===== config.mk =====
export PLATFORM = sky130hd
export DESIGN_NAME = ccfg_top
export DESIGN_NICKNAME = d
export VERILOG_FILES = /design/src/shared/ccfg_pkg.sv /design/src/rtl/ccfg_nibble_decode.sv /design/src/rtl/ccfg_lut_map.sv /design/src/rtl/ccfg_top.sv
export VERILOG_INCLUDE_DIRS = /design/src /design/src/shared
export SDC_FILE = /design/constraint.sdc
export NUM_CORES = 1
export LEC_CHECK = 0
export ABC_AREA = 0
export BUFFER_PORTS_ARGS = -buffer_cell sky130_fd_sc_hd__buf_4
export CAP_MARGIN = 20
export CORE_MARGIN = 2
export CORE_UTILIZATION = 50
export CTS_CLUSTER_DIAMETER = 150
export CTS_CLUSTER_SIZE = 25
export DETAILED_ROUTE_END_ITERATION = 7
export HOLD_SLACK_MARGIN = 0.08
export PLACE_DENSITY = 0.81
export SLEW_MARGIN = 10
export SYNTH_ARGS = -nofsm -noshare
export SYNTH_HDL_FRONTEND = slang
export SYNTH_SLANG_ARGS = --single-unit

===== constraint.sdc =====
create_clock -name sys_clk -period 6.42 [get_ports sys_clk]
set_clock_uncertainty 0.1 [all_clocks]
set_input_delay 0.963 -clock sys_clk [delete_from_list [all_inputs] [get_ports sys_clk]]
set_output_delay 0.963 -clock sys_clk [all_outputs]
set_load 0.01 [all_outputs]

===== src/shared/ccfg_params.svh =====
// Constants for the calibration config and interface decode block
`ifndef CCFG_PARAMS_SVH
`define CCFG_PARAMS_SVH
// Interface select codes
`define CCFG_SEL_HOLD0    4'h0
`define CCFG_SEL_ADDR_LO  4'h6
`define CCFG_SEL_ADDR_MID 4'h7
`define CCFG_SEL_PTR      4'h8
`define CCFG_SEL_CMD      4'h9
`define CCFG_SEL_DUR      4'hA
`define CCFG_SEL_ASEL     4'hB
`define CCFG_SEL_RELEARN  4'hF
`define CCFG_RELEARN_DATA 4'hF
// Command and calibration register codes
`define CCFG_CMD_LOAD_CAL  4'h0
`define CCFG_CAL_CONFIG    4'h0
`define CCFG_CAL_OFFSET    4'h1
`define CCFG_CAL_OFFSET_TC 4'h2
`define CCFG_CAL_SPAN      4'h3
`define CCFG_CAL_SPAN_TC   4'h4
// Lock word
`define CCFG_LOCK_KEY      8'hFF
`define CCFG_LOCK_LSB      0
`define CCFG_LOCK_MSB      7
// Reset values
`define CCFG_CONFIG_RST    16'h0000
`define CCFG_WORD_RST      16'h0000
`define CCFG_NIB_RST       4'h0
// Temperature index lookup map
`define CCFG_LUT_SPLIT     8'h80
`define CCFG_LUT_LAST      8'hAF
`define CCFG_LUT_OFF_LO    10'h000
`define CCFG_LUT_SPAN_LO   10'h200
`define CCFG_LUT_OFF_HI    10'h100
`define CCFG_LUT_SPAN_HI   10'h1A0
// Read-back pointer decode
`define CCFG_RB_HOLD_LO    4'h0
`define CCFG_RB_HOLD_HI    4'h1
`define CCFG_RB_ADDR_A     4'h2
`define CCFG_RB_CMD_PTR    4'h3
`define CCFG_RB_ANALOG     4'h4
`define CCFG_RB_EE_ADDR    4'h5
`define CCFG_RB_TEMP       4'h7
`define CCFG_RB_PATTERN    8'hCA
`endif


===== src/shared/ccfg_pkg.sv =====
// Types shared by the calibration config block
`default_nettype none
package ccfg_pkg;
  // Calibration configuration word, bit 15 first
  typedef struct packed {
    logic [2:0] osc_trim;
    logic       ext_resistor_sel;
    logic       clock_out_enable;
    logic       input_invert;
    logic       coarse_offset_polarity;
    logic [2:0] coarse_input_offset;
    logic [3:0] gain_code;
    logic       offset_dac_polarity;
    logic       offset_tc_polarity;
  } ccfg_cfg_t;
  // One nibble write from the serial framer
  typedef struct packed {
    logic       valid;
    logic [3:0] sel;
    logic [3:0] data;
  } ccfg_wr_t;
  // Write enables from the select decode
  typedef struct packed {
    logic addr_lo;
    logic addr_mid;
    logic ptr;
    logic cmd;
    logic dur;
    logic asel;
    logic relearn;
  } ccfg_we_t;
endpackage
`default_nettype wire


===== src/rtl/ccfg_nibble_decode.sv =====
// Select nibble decode into interface register write enables
`include "ccfg_params.svh"
`default_nettype none
module ccfg_nibble_decode
  import ccfg_pkg::*;
#(
  parameter int HOLD_NIBBLES = 4
)(
  // Nibble write
  input  wire ccfg_wr_t               wr,
  input  wire logic                   enable,
  // Write enables
  output wire logic [HOLD_NIBBLES-1:0] hold_we,
  output var  ccfg_we_t               we
);
  ////////////////////////////////////////////////////////////////
  // Parameter check
  if (HOLD_NIBBLES < 1 || HOLD_NIBBLES > 4)
  begin : g_bad
    $error("HOLD_NIBBLES must be 1 to 4");
  end

  wire logic go;
  assign go = wr.valid & enable;

  // One enable per data-hold nibble
  for (genvar i = 0; i < HOLD_NIBBLES; i++)
  begin : g_hold
    assign hold_we[i] = go && (wr.sel == (`CCFG_SEL_HOLD0 + 4'(i)));
  end

  ////////////////////////////////////////////////////////////////
  // Remaining select codes; reserved codes enable nothing
  always_comb
  begin
    we          = '0;
    we.addr_lo  = go && wr.sel == `CCFG_SEL_ADDR_LO;
    we.addr_mid = go && wr.sel == `CCFG_SEL_ADDR_MID;
    we.ptr      = go && wr.sel == `CCFG_SEL_PTR;
    we.cmd      = go && wr.sel == `CCFG_SEL_CMD;
    we.dur      = go && wr.sel == `CCFG_SEL_DUR;
    we.asel     = go && wr.sel == `CCFG_SEL_ASEL;
    we.relearn  = go && wr.sel == `CCFG_SEL_RELEARN
                  && wr.data == `CCFG_RELEARN_DATA;
  end
endmodule
`default_nettype wire


===== src/rtl/ccfg_lut_map.sv =====
// Temperature index to lookup table byte addresses
`include "ccfg_params.svh"
`default_nettype none
module ccfg_lut_map
(
  // Index in
  input  wire logic [7:0] temp_index,
  // Low byte addresses out
  output var  logic [9:0] offset_addr,
  output var  logic [9:0] span_addr,
  output var  logic       in_range
);
  ////////////////////////////////////////////////////////////////
  // Two index bands, two bytes per entry
  always_comb
  begin
    logic [9:0] step;
    step        = {1'b0, temp_index[6:0], 1'b0};
    offset_addr = `CCFG_LUT_OFF_LO + step;
    span_addr   = `CCFG_LUT_SPAN_LO + step;
    in_range    = 1'b1;
    if (temp_index >= `CCFG_LUT_SPLIT)
    begin
      offset_addr = `CCFG_LUT_OFF_HI + step;
      span_addr   = `CCFG_LUT_SPAN_HI + step;
      in_range    = temp_index <= `CCFG_LUT_LAST;
    end
  end
endmodule
`default_nettype wire


===== src/rtl/ccfg_top.sv =====
// Calibration configuration and interface register bank
`include "ccfg_params.svh"
`default_nettype none
module ccfg_top
  import ccfg_pkg::*;
#(
  parameter int HOLD_NIBBLES = 4
)(
  // Clock, reset, enable
  input  wire logic       sys_clk,
  input  wire logic       rst_n,
  input  wire logic       ce,
  // Nibble writes from the serial framer
  input  wire ccfg_wr_t   wr_req,
  // Lock word load from memory
  input  wire logic       lock_load,
  input  wire logic [15:0] lock_data,
  // Temperature index
  input  wire logic [7:0] temp_index,
  // Interface register set
  output wire logic [15:0] data_hold,
  output wire logic [3:0] cal_reg_addr,
  output wire logic [9:0] eeprom_addr,
  output wire logic [3:0] readback_pointer,
  output wire logic [3:0] command_code,
  output wire logic       command_go,
  output wire logic [3:0] analog_duration,
  output wire logic [3:0] analog_select,
  output wire logic       baud_relearn,
  output wire logic [7:0] readback_byte,
  // Calibration registers
  output wire ccfg_cfg_t  config_word,
  output wire logic [15:0] offset_trim_dac,
  output wire logic [15:0] offset_tc_dac,
  output wire logic [15:0] span_trim_dac,
  output wire logic [15:0] span_tc_dac,
  output wire logic signed [3:0] coarse_offset_steps,
  // Lock
  output wire logic [15:0] lock_word,
  output wire logic       serial_disable,
  output wire logic       out_route_amp,
  // Lookup addresses
  output wire logic [9:0] lut_offset_addr,
  output wire logic [9:0] lut_span_addr,
  output wire logic       lut_in_range
);
  ////////////////////////////////////////////////////////////////
  // Reset release through two flip-flops
  logic rst_meta_reg;
  logic rst_sync_n;

  always_ff @(posedge sys_clk or negedge rst_n)
  begin
    if (!rst_n)
    begin
      rst_meta_reg <= 1'b0;
      rst_sync_n   <= 1'b0;
    end
    else if (ce)
    begin
      rst_meta_reg <= 1'b1;
      rst_sync_n   <= rst_meta_reg;
    end
  end

  ////////////////////////////////////////////////////////////////
  // State
  logic [15:0] hold_reg, hold_next;
  logic [3:0]  addr_lo_reg, addr_lo_next;
  logic [3:0]  addr_mid_reg, addr_mid_next;
  logic [3:0]  ptr_reg, ptr_next;
  logic [3:0]  cmd_reg, cmd_next;
  logic        go_reg, go_next;
  logic [3:0]  dur_reg, dur_next;
  logic [3:0]  asel_reg, asel_next;
  logic        relearn_reg, relearn_next;
  logic [7:0]  rb_reg, rb_next;
  ccfg_cfg_t   cfg_reg, cfg_next;
  logic [15:0] offset_trim_dac_reg, offset_trim_dac_next;
  logic [15:0] otc_reg, otc_next;
  logic [15:0] span_reg, span_next;
  logic [15:0] stc_reg, stc_next;
  logic signed [3:0] steps_reg, steps_next;
  logic [15:0] lock_reg, lock_next;
  logic        sdis_reg, sdis_next;
  logic [9:0]  lut_off_reg, lut_span_reg;
  logic        lut_ok_reg;

  ////////////////////////////////////////////////////////////////
  // Decode and lookup
  logic                    locked;
  logic [HOLD_NIBBLES-1:0] hold_we;
  ccfg_we_t                we;
  logic [9:0]              map_off, map_span;
  logic                    map_ok;

  // Serial writes ignored while locked
  assign locked = lock_reg[`CCFG_LOCK_MSB:`CCFG_LOCK_LSB] == `CCFG_LOCK_KEY;

  ccfg_nibble_decode #(
    .HOLD_NIBBLES (HOLD_NIBBLES)
  ) u_decode (
    .wr      (wr_req),
    .enable  (!locked),
    .hold_we (hold_we),
    .we      (we)
  );

  ccfg_lut_map u_lut (
    .temp_index  (temp_index),
    .offset_addr (map_off),
    .span_addr   (map_span),
    .in_range    (map_ok)
  );

  ////////////////////////////////////////////////////////////////
  // Interface register next values
  always_comb
  begin
    hold_next     = hold_reg;
    addr_lo_next  = we.addr_lo ? wr_req.data : addr_lo_reg;
    addr_mid_next = we.addr_mid ? wr_req.data : addr_mid_reg;
    ptr_next      = we.ptr ? wr_req.data : ptr_reg;
    cmd_next      = we.cmd ? wr_req.data : cmd_reg;
    go_next       = we.cmd;
    dur_next      = we.dur ? wr_req.data : dur_reg;
    asel_next     = we.asel ? wr_req.data : asel_reg;
    relearn_next  = we.relearn;
    for (int i = 0; i < HOLD_NIBBLES; i++)
    begin
      if (hold_we[i])
      begin
        hold_next[i*4 +: 4] = wr_req.data;
      end
    end
  end

  ////////////////////////////////////////////////////////////////
  // Read-back byte chosen by the pointer
  always_comb
  begin
    case (ptr_reg)
      `CCFG_RB_HOLD_LO: rb_next = hold_reg[7:0];
      `CCFG_RB_HOLD_HI: rb_next = hold_reg[15:8];
      `CCFG_RB_ADDR_A:  rb_next = {addr_mid_reg, addr_lo_reg};
      `CCFG_RB_CMD_PTR: rb_next = {cmd_reg, ptr_reg};
      `CCFG_RB_ANALOG:  rb_next = {asel_reg, dur_reg};
      `CCFG_RB_EE_ADDR: rb_next = {addr_mid_reg, addr_lo_reg};
      `CCFG_RB_TEMP:    rb_next = temp_index;
      default:          rb_next = `CCFG_RB_PATTERN;
    endcase
  end

  ////////////////////////////////////////////////////////////////
  // Calibration registers, loaded by the load command
  always_comb
  begin
    logic ld;
    ld        = we.cmd && wr_req.data == `CCFG_CMD_LOAD_CAL;
    cfg_next  = cfg_reg;
    offset_trim_dac_next = offset_trim_dac_reg;
    otc_next  = otc_reg;
    span_next = span_reg;
    stc_next  = stc_reg;
    if (ld)
    begin
      case (addr_lo_reg)
        `CCFG_CAL_CONFIG:    cfg_next  = ccfg_cfg_t'(hold_reg);
        `CCFG_CAL_OFFSET:    offset_trim_dac_next = hold_reg;
        `CCFG_CAL_OFFSET_TC: otc_next  = hold_reg;
        `CCFG_CAL_SPAN:      span_next = hold_reg;
        `CCFG_CAL_SPAN_TC:   stc_next  = hold_reg;
        default:             cfg_next  = cfg_reg;
      endcase
    end
  end

  ////////////////////////////////////////////////////////////////
  // Signed coarse offset step count, lock state
  always_comb
  begin
    logic signed [3:0] mag;
    mag        = signed'({1'b0, cfg_reg.coarse_input_offset});
    steps_next = cfg_reg.coarse_offset_polarity ? mag : -mag;
    lock_next  = lock_load ? lock_data : lock_reg;
    sdis_next  = locked;
  end

  ////////////////////////////////////////////////////////////////
  // Registers
  always_ff @(posedge sys_clk or negedge rst_sync_n)
  begin
    if (!rst_sync_n)
    begin
      hold_reg     <= `CCFG_WORD_RST;
      addr_lo_reg  <= `CCFG_NIB_RST;
      addr_mid_reg <= `CCFG_NIB_RST;
      ptr_reg      <= `CCFG_NIB_RST;
      cmd_reg      <= `CCFG_NIB_RST;
      go_reg       <= 1'b0;
      dur_reg      <= `CCFG_NIB_RST;
      asel_reg     <= `CCFG_NIB_RST;
      relearn_reg  <= 1'b0;
      rb_reg       <= 8'h00;
      cfg_reg      <= ccfg_cfg_t'(`CCFG_CONFIG_RST);
      offset_trim_dac_reg     <= `CCFG_WORD_RST;
      otc_reg      <= `CCFG_WORD_RST;
      span_reg     <= `CCFG_WORD_RST;
      stc_reg      <= `CCFG_WORD_RST;
      steps_reg    <= 4'sh0;
      lock_reg     <= `CCFG_WORD_RST;
      sdis_reg     <= 1'b0;
      lut_off_reg  <= 10'h000;
      lut_span_reg <= 10'h000;
      lut_ok_reg   <= 1'b0;
    end
    else if (ce)
    begin
      hold_reg     <= hold_next;
      addr_lo_reg  <= addr_lo_next;
      addr_mid_reg <= addr_mid_next;
      ptr_reg      <= ptr_next;
      cmd_reg      <= cmd_next;
      go_reg       <= go_next;
      dur_reg      <= dur_next;
      asel_reg     <= asel_next;
      relearn_reg  <= relearn_next;
      rb_reg       <= rb_next;
      cfg_reg      <= cfg_next;
      offset_trim_dac_reg     <= offset_trim_dac_next;
      otc_reg      <= otc_next;
      span_reg     <= span_next;
      stc_reg      <= stc_next;
      steps_reg    <= steps_next;
      lock_reg     <= lock_next;
      sdis_reg     <= sdis_next;
      lut_off_reg  <= map_off;
      lut_span_reg <= map_span;
      lut_ok_reg   <= map_ok;
    end
  end

  ////////////////////////////////////////////////////////////////
  // Outputs straight from registers
  assign data_hold        = hold_reg;
  assign cal_reg_addr     = addr_lo_reg;
  assign eeprom_addr      = {ptr_reg[1:0], addr_mid_reg, addr_lo_reg};
  assign readback_pointer = ptr_reg;
  assign command_code     = cmd_reg;
  assign command_go       = go_reg;
  assign analog_duration  = dur_reg;
  assign analog_select    = asel_reg;
  assign baud_relearn     = relearn_reg;
  assign readback_byte    = rb_reg;
  // Config fields drive resistor, clock, input and sign controls
  assign config_word      = cfg_reg;
  assign offset_trim_dac  = offset_trim_dac_reg;
  assign offset_tc_dac    = otc_reg;
  assign span_trim_dac    = span_reg;
  assign span_tc_dac      = stc_reg;
  assign coarse_offset_steps = steps_reg;
  assign lock_word        = lock_reg;
  assign serial_disable   = sdis_reg;
  assign out_route_amp    = sdis_reg;
  assign lut_offset_addr  = lut_off_reg;
  assign lut_span_addr    = lut_span_reg;
  assign lut_in_range     = lut_ok_reg;

  ////////////////////////////////////////////////////////////////
  // Checks
  a_hold_nibble_store: assert property (@(posedge sys_clk) disable iff (!rst_sync_n)
    ce && wr_req.valid && !locked && wr_req.sel == 4'h2
    |=> hold_reg[11:8] == $past(wr_req.data) && hold_reg[7:0] == $past(hold_reg[7:0]))
    else $error("data hold nibble not stored");
  a_addr_low_store: assert property (@(posedge sys_clk) disable iff (!rst_sync_n)
    ce && wr_req.valid && !locked && wr_req.sel == 4'h6
    |=> cal_reg_addr == $past(wr_req.data) && eeprom_addr[3:0] == $past(wr_req.data))
    else $error("shared low address not stored");
  a_addr_mid_store: assert property (@(posedge sys_clk) disable iff (!rst_sync_n)
    ce && wr_req.valid && !locked && wr_req.sel == 4'h7
    |=> eeprom_addr[7:4] == $past(wr_req.data))
    else $error("address bits 7:4 not stored");
  a_ptr_addr_bits: assert property (@(posedge sys_clk) disable iff (!rst_sync_n)
    ce && wr_req.valid && !locked && wr_req.sel == 4'h8
    |=> readback_pointer == $past(wr_req.data) && eeprom_addr[9:8] == $past(wr_req.data[1:0]))
    else $error("pointer or address bits 9:8 wrong");
  a_cmd_pulse_once: assert property (@(posedge sys_clk) disable iff (!rst_sync_n)
    ce && wr_req.valid && !locked && wr_req.sel == 4'h9
    |=> command_go && command_code == $past(wr_req.data) ##1 (!command_go || $past(we.cmd) || !$past(ce)))
    else $error("command not taken as one pulse");
  a_dur_sel_store: assert property (@(posedge sys_clk) disable iff (!rst_sync_n)
    ce && wr_req.valid && !locked && wr_req.sel == 4'hA
    |=> analog_duration == $past(wr_req.data) && $stable(analog_select))
    else $error("duration not stored");
  a_asel_store: assert property (@(posedge sys_clk) disable iff (!rst_sync_n)
    ce && wr_req.valid && !locked && wr_req.sel == 4'hB
    |=> analog_select == $past(wr_req.data))
    else $error("analog select not stored");
  a_relearn_only_ff: assert property (@(posedge sys_clk) disable iff (!rst_sync_n)
    ce |=> baud_relearn == ($past(wr_req.valid) && !$past(locked)
                            && $past(wr_req.sel) == 4'hF && $past(wr_req.data) == 4'hF))
    else $error("relearn pulse wrong");
  a_reserved_keep: assert property (@(posedge sys_clk) disable iff (!rst_sync_n)
    ce && wr_req.valid && (wr_req.sel inside {4'h4, 4'h5, 4'hC, 4'hD, 4'hE})
    |=> $stable(hold_reg) && $stable(eeprom_addr) && $stable(command_code)
        && $stable(analog_duration) && $stable(analog_select))
    else $error("reserved select changed a register");
  a_lock_blocks_wr: assert property (@(posedge sys_clk) disable iff (!rst_sync_n)
    ce && locked |=> serial_disable && out_route_amp && $stable(hold_reg) && !command_go)
    else $error("locked device took a write");
  a_cal_load_word: assert property (@(posedge sys_clk) disable iff (!rst_sync_n)
    ce && we.cmd && wr_req.data == 4'h0 && addr_lo_reg == 4'h3
    |=> span_trim_dac == $past(hold_reg) && $stable(offset_trim_dac))
    else $error("calibration load wrong");
  a_lut_high_band: assert property (@(posedge sys_clk) disable iff (!rst_sync_n)
    ce && temp_index == 8'h80 ##1 ce
    |-> lut_offset_addr == 10'h100 && lut_span_addr == 10'h1A0 && lut_in_range)
    else $error("lookup map wrong at band start");
  a_coarse_negative: assert property (@(posedge sys_clk) disable iff (!rst_sync_n)
    ce && !cfg_reg.coarse_offset_polarity && cfg_reg.coarse_input_offset == 3'h7
    |=> coarse_offset_steps == -4'sd7)
    else $error("coarse offset sign wrong");
endmodule
`default_nettype wire


==> out/results.ini <==
[synth]
synth.distinct_cells = 57
netlist_area_um2 = 7209
synth_flop_cell = dfrtp_1
synth_common_cells = dfrtp_1 (167), mux2_2 (141), nand2_1 (23), nor2_1 (21), clkbuf_1 (17)
yosys_warnings = 0
synth.top_cell.area_share_pct = 57.97
ys_seq_area_share_pct = 57.97
yosysTopAreaCell = dfrtp_1
syn_inst = 517
synthArstFlopShare_pct = 100.0
synthTopCellsByArea = dfrtp_1 (58%), mux2_2 (22%), mux2_4 (2.1%)
synth_edf_count = 0
synth_most_common_cell = dfrtp_1
postSynthAreaPerCell_um2 = 13.94
yosys_register_bits = 167

[setup_path]
slowest_stage = nor4b_4
cp.buffers_inverters = 1
cp_top_family = simple AND/OR/NAND/NOR gates
r2r_setup_slack_ps = 3780
cp-startpoint = ce
r2r_start = cal_reg_addr[3]$_DFFE_PN0P_
endpoint_kind = flip-flop
r2r_cells = 4
max_stage_delay_ps = 940
path_cells = buf_4, nand3b_1, nand4bb_4, nor4b_4, mux2_2
arrival_ps = 3200
crit_path_end = span_tc_dac[13]$_DFFE_PN0P_
cp_num_cells = 5
crit_fanout = 42
path_class = input port to flip-flop
startpoint_type = input port
rr_endpoint = span_tc_dac[13]$_DFFE_PN0P_
critPathRequiredTime_ps = 6620

[floorplan]
rows = 43
dieArea_um2 = 15400
die_h_um = 124.1
start_util_pct = 51.54
die_w_um = 124.1
io_pins = 216
core-area_um2 = 13990

[power_and_ir_drop]
p_seq_share_pct = 47.5
intPower_uw = 1993
p_switching_uw = 727.5
ir_drop_mv = 0.1615
pwr-share-comb_pct = 16.2
p_per_area_nw_per_um2 = 289.2
leakage_uw = 0.004675
power_frac_clock_pct = 36.4
swShare_pct = 26.74

[run_status]
status = completed

[sta]
max_slew_margin_pct = 26.48
min_period_ps = 2997
slew_violations = 0
grt_setup_unrepaired = no
tns_ps = 0
timing_hold_violations_final = 0
holdWs_ps = 215.1
tightest_slew_ps = 1098
period_share_pct = 46.68
fmax_ghz = 0.3337
finalSetupViolCount = 0

[route]
vias = 4989
routedWlPerCell_um = 20.58
routed_wl_mm = 18.58
drtAntennaViolNets = 0
drtPass1Iterations = 6
drc_errors = 0
avgViaCountPerCell = 5.525
drtIter0Drc = 346

[clock_tree]
cts.hold.buffers_added = 0
htree_levels = 4
tritoncts = built
clk_pin_slew_ps = 60
worstSkewPairLatency_ps = 420
cts_buffer_depth = 2
ctsResizeCount = 0
numCtsBuffers = 17
cts_sinks = 167
cts_setup_buffers = 0
cts-root-buf = clkbuf_16

[placed_design]
gp_congestion = 0.8897
port_buffers = 212
hpwl_mm = 13.23

[final_layout]
multi_input_area_um2 = 2748
fill_cells = 1054
finalNetCount = 754
syn_to_final_growth_pct = 30.44
n_antenna_cell = 0
register_area_um2 = 4183
drive_above_1_share_pct = 56.02
final_core_util_pct = 67.23

[grt]
grtUsageTotal_pct = 24.78
grt_overflow = 0
grt_pass1_vias = 5019
grt_pass1_wl_mm = 28.30
antenna_found_initial = 0
grt_max_degree = 61

[job]
max_cap_viol_count = 0

[worst_hold_path]
min_path_type = input port to async pin

## per-layer routing
metal  GRT usage (%)  wire length, um  vias to the layer above
met5               0                0                        -
met4           8.638              340                        0
met3           6.273             1306                       26
met2           40.57             9403                      206
met1           32.15             7530                     2545
li1                -                -                     2212
## cell families after synthesis
logic type,share of synthesized area (%)
and+or+nand+nor,6.960
AOI/OAI and AO/OA,4.877
buffers and inverters,4.044
adders and majority gates,0.8678
other,0.05202
muxes,24.99
xor gates and xnor gates,0.2430
DFF,57.97
## placed cells by master (no fill, tap or decap), types with 3 or more instances in the layout
cell type and n:
nand2_1 23, clkbuf_8 3, and4_1 3, clkbuf_1 3, a22oi_1 5, clkinvlp_4 3
clkbuf_16 17, a21oi_1 10, nor2b_1 3, mux2_1 3, mux2i_1 3, ha_1 5
buf_4 215, a31oi_1 5, nor3b_1 3, dfrtp_1 166, inv_1 12, nor2_1 21
nand2b_1 4, mux2_2 141, o21ai_0 8, conb_1 3, nor4_4 3, o21a_1 4
mux2_4 10
## power groups by stage
stage | Clock [uW] | Combinational, uW | Sequential [uW]
6_report | 989 | 439 | 1290
5_1_grt | 1050 | 471 | 1310
4_1_cts | 1000 | 442 | 1290
3_5_place_dp | 0 | 440 | 1310
3_3_place_gp | 0 | 430 | 1300
2_1_floorplan | 0 | 209 | 1280
## how the worst min path moves through the flow
stage | to | slack [ps] | cells past startpoint
3_5_place_dp | lut_offset_addr[2]$_DFFE_PN0P_ | 330 | 0
3_3_place_gp | lut_offset_addr[2]$_DFFE_PN0P_ | 300 | 0
6_report | rst_sync_n$_DFFE_PN0P_ | 220 | 1
2_1_floorplan | rst_meta_reg$_DFFE_PN0P_ | 330 | 1
4_1_cts | rst_sync_n$_DFFE_PN0P_ | 200 | 1
5_1_grt | rst_sync_n$_DFFE_PN0P_ | 200 | 1
## through the flow
step	std cells	total power, uW	setup slack, ps	instance area, um2
finish	903	2720	3423	9404
global route	903	2829	3309	9404
CTS	902	2736	3386	9388
detailed placement	872	1748	2946	8813
global placement	872	1731	3026	8813
floorplan	519	1491	1306	7217
## area by class of cell
cell class | instances | area share [%]
clock inverters | 7 | 1.024
well taps | 180 | 2.395
clock buffers | 23 | 5.082
flip-flops and latches | 167 | 44.48
repair buffers | 216 | 17.32
multi-input cells | 298 | 29.22
inverters | 12 | 0.4790
(Power assumes the default switching activity.)
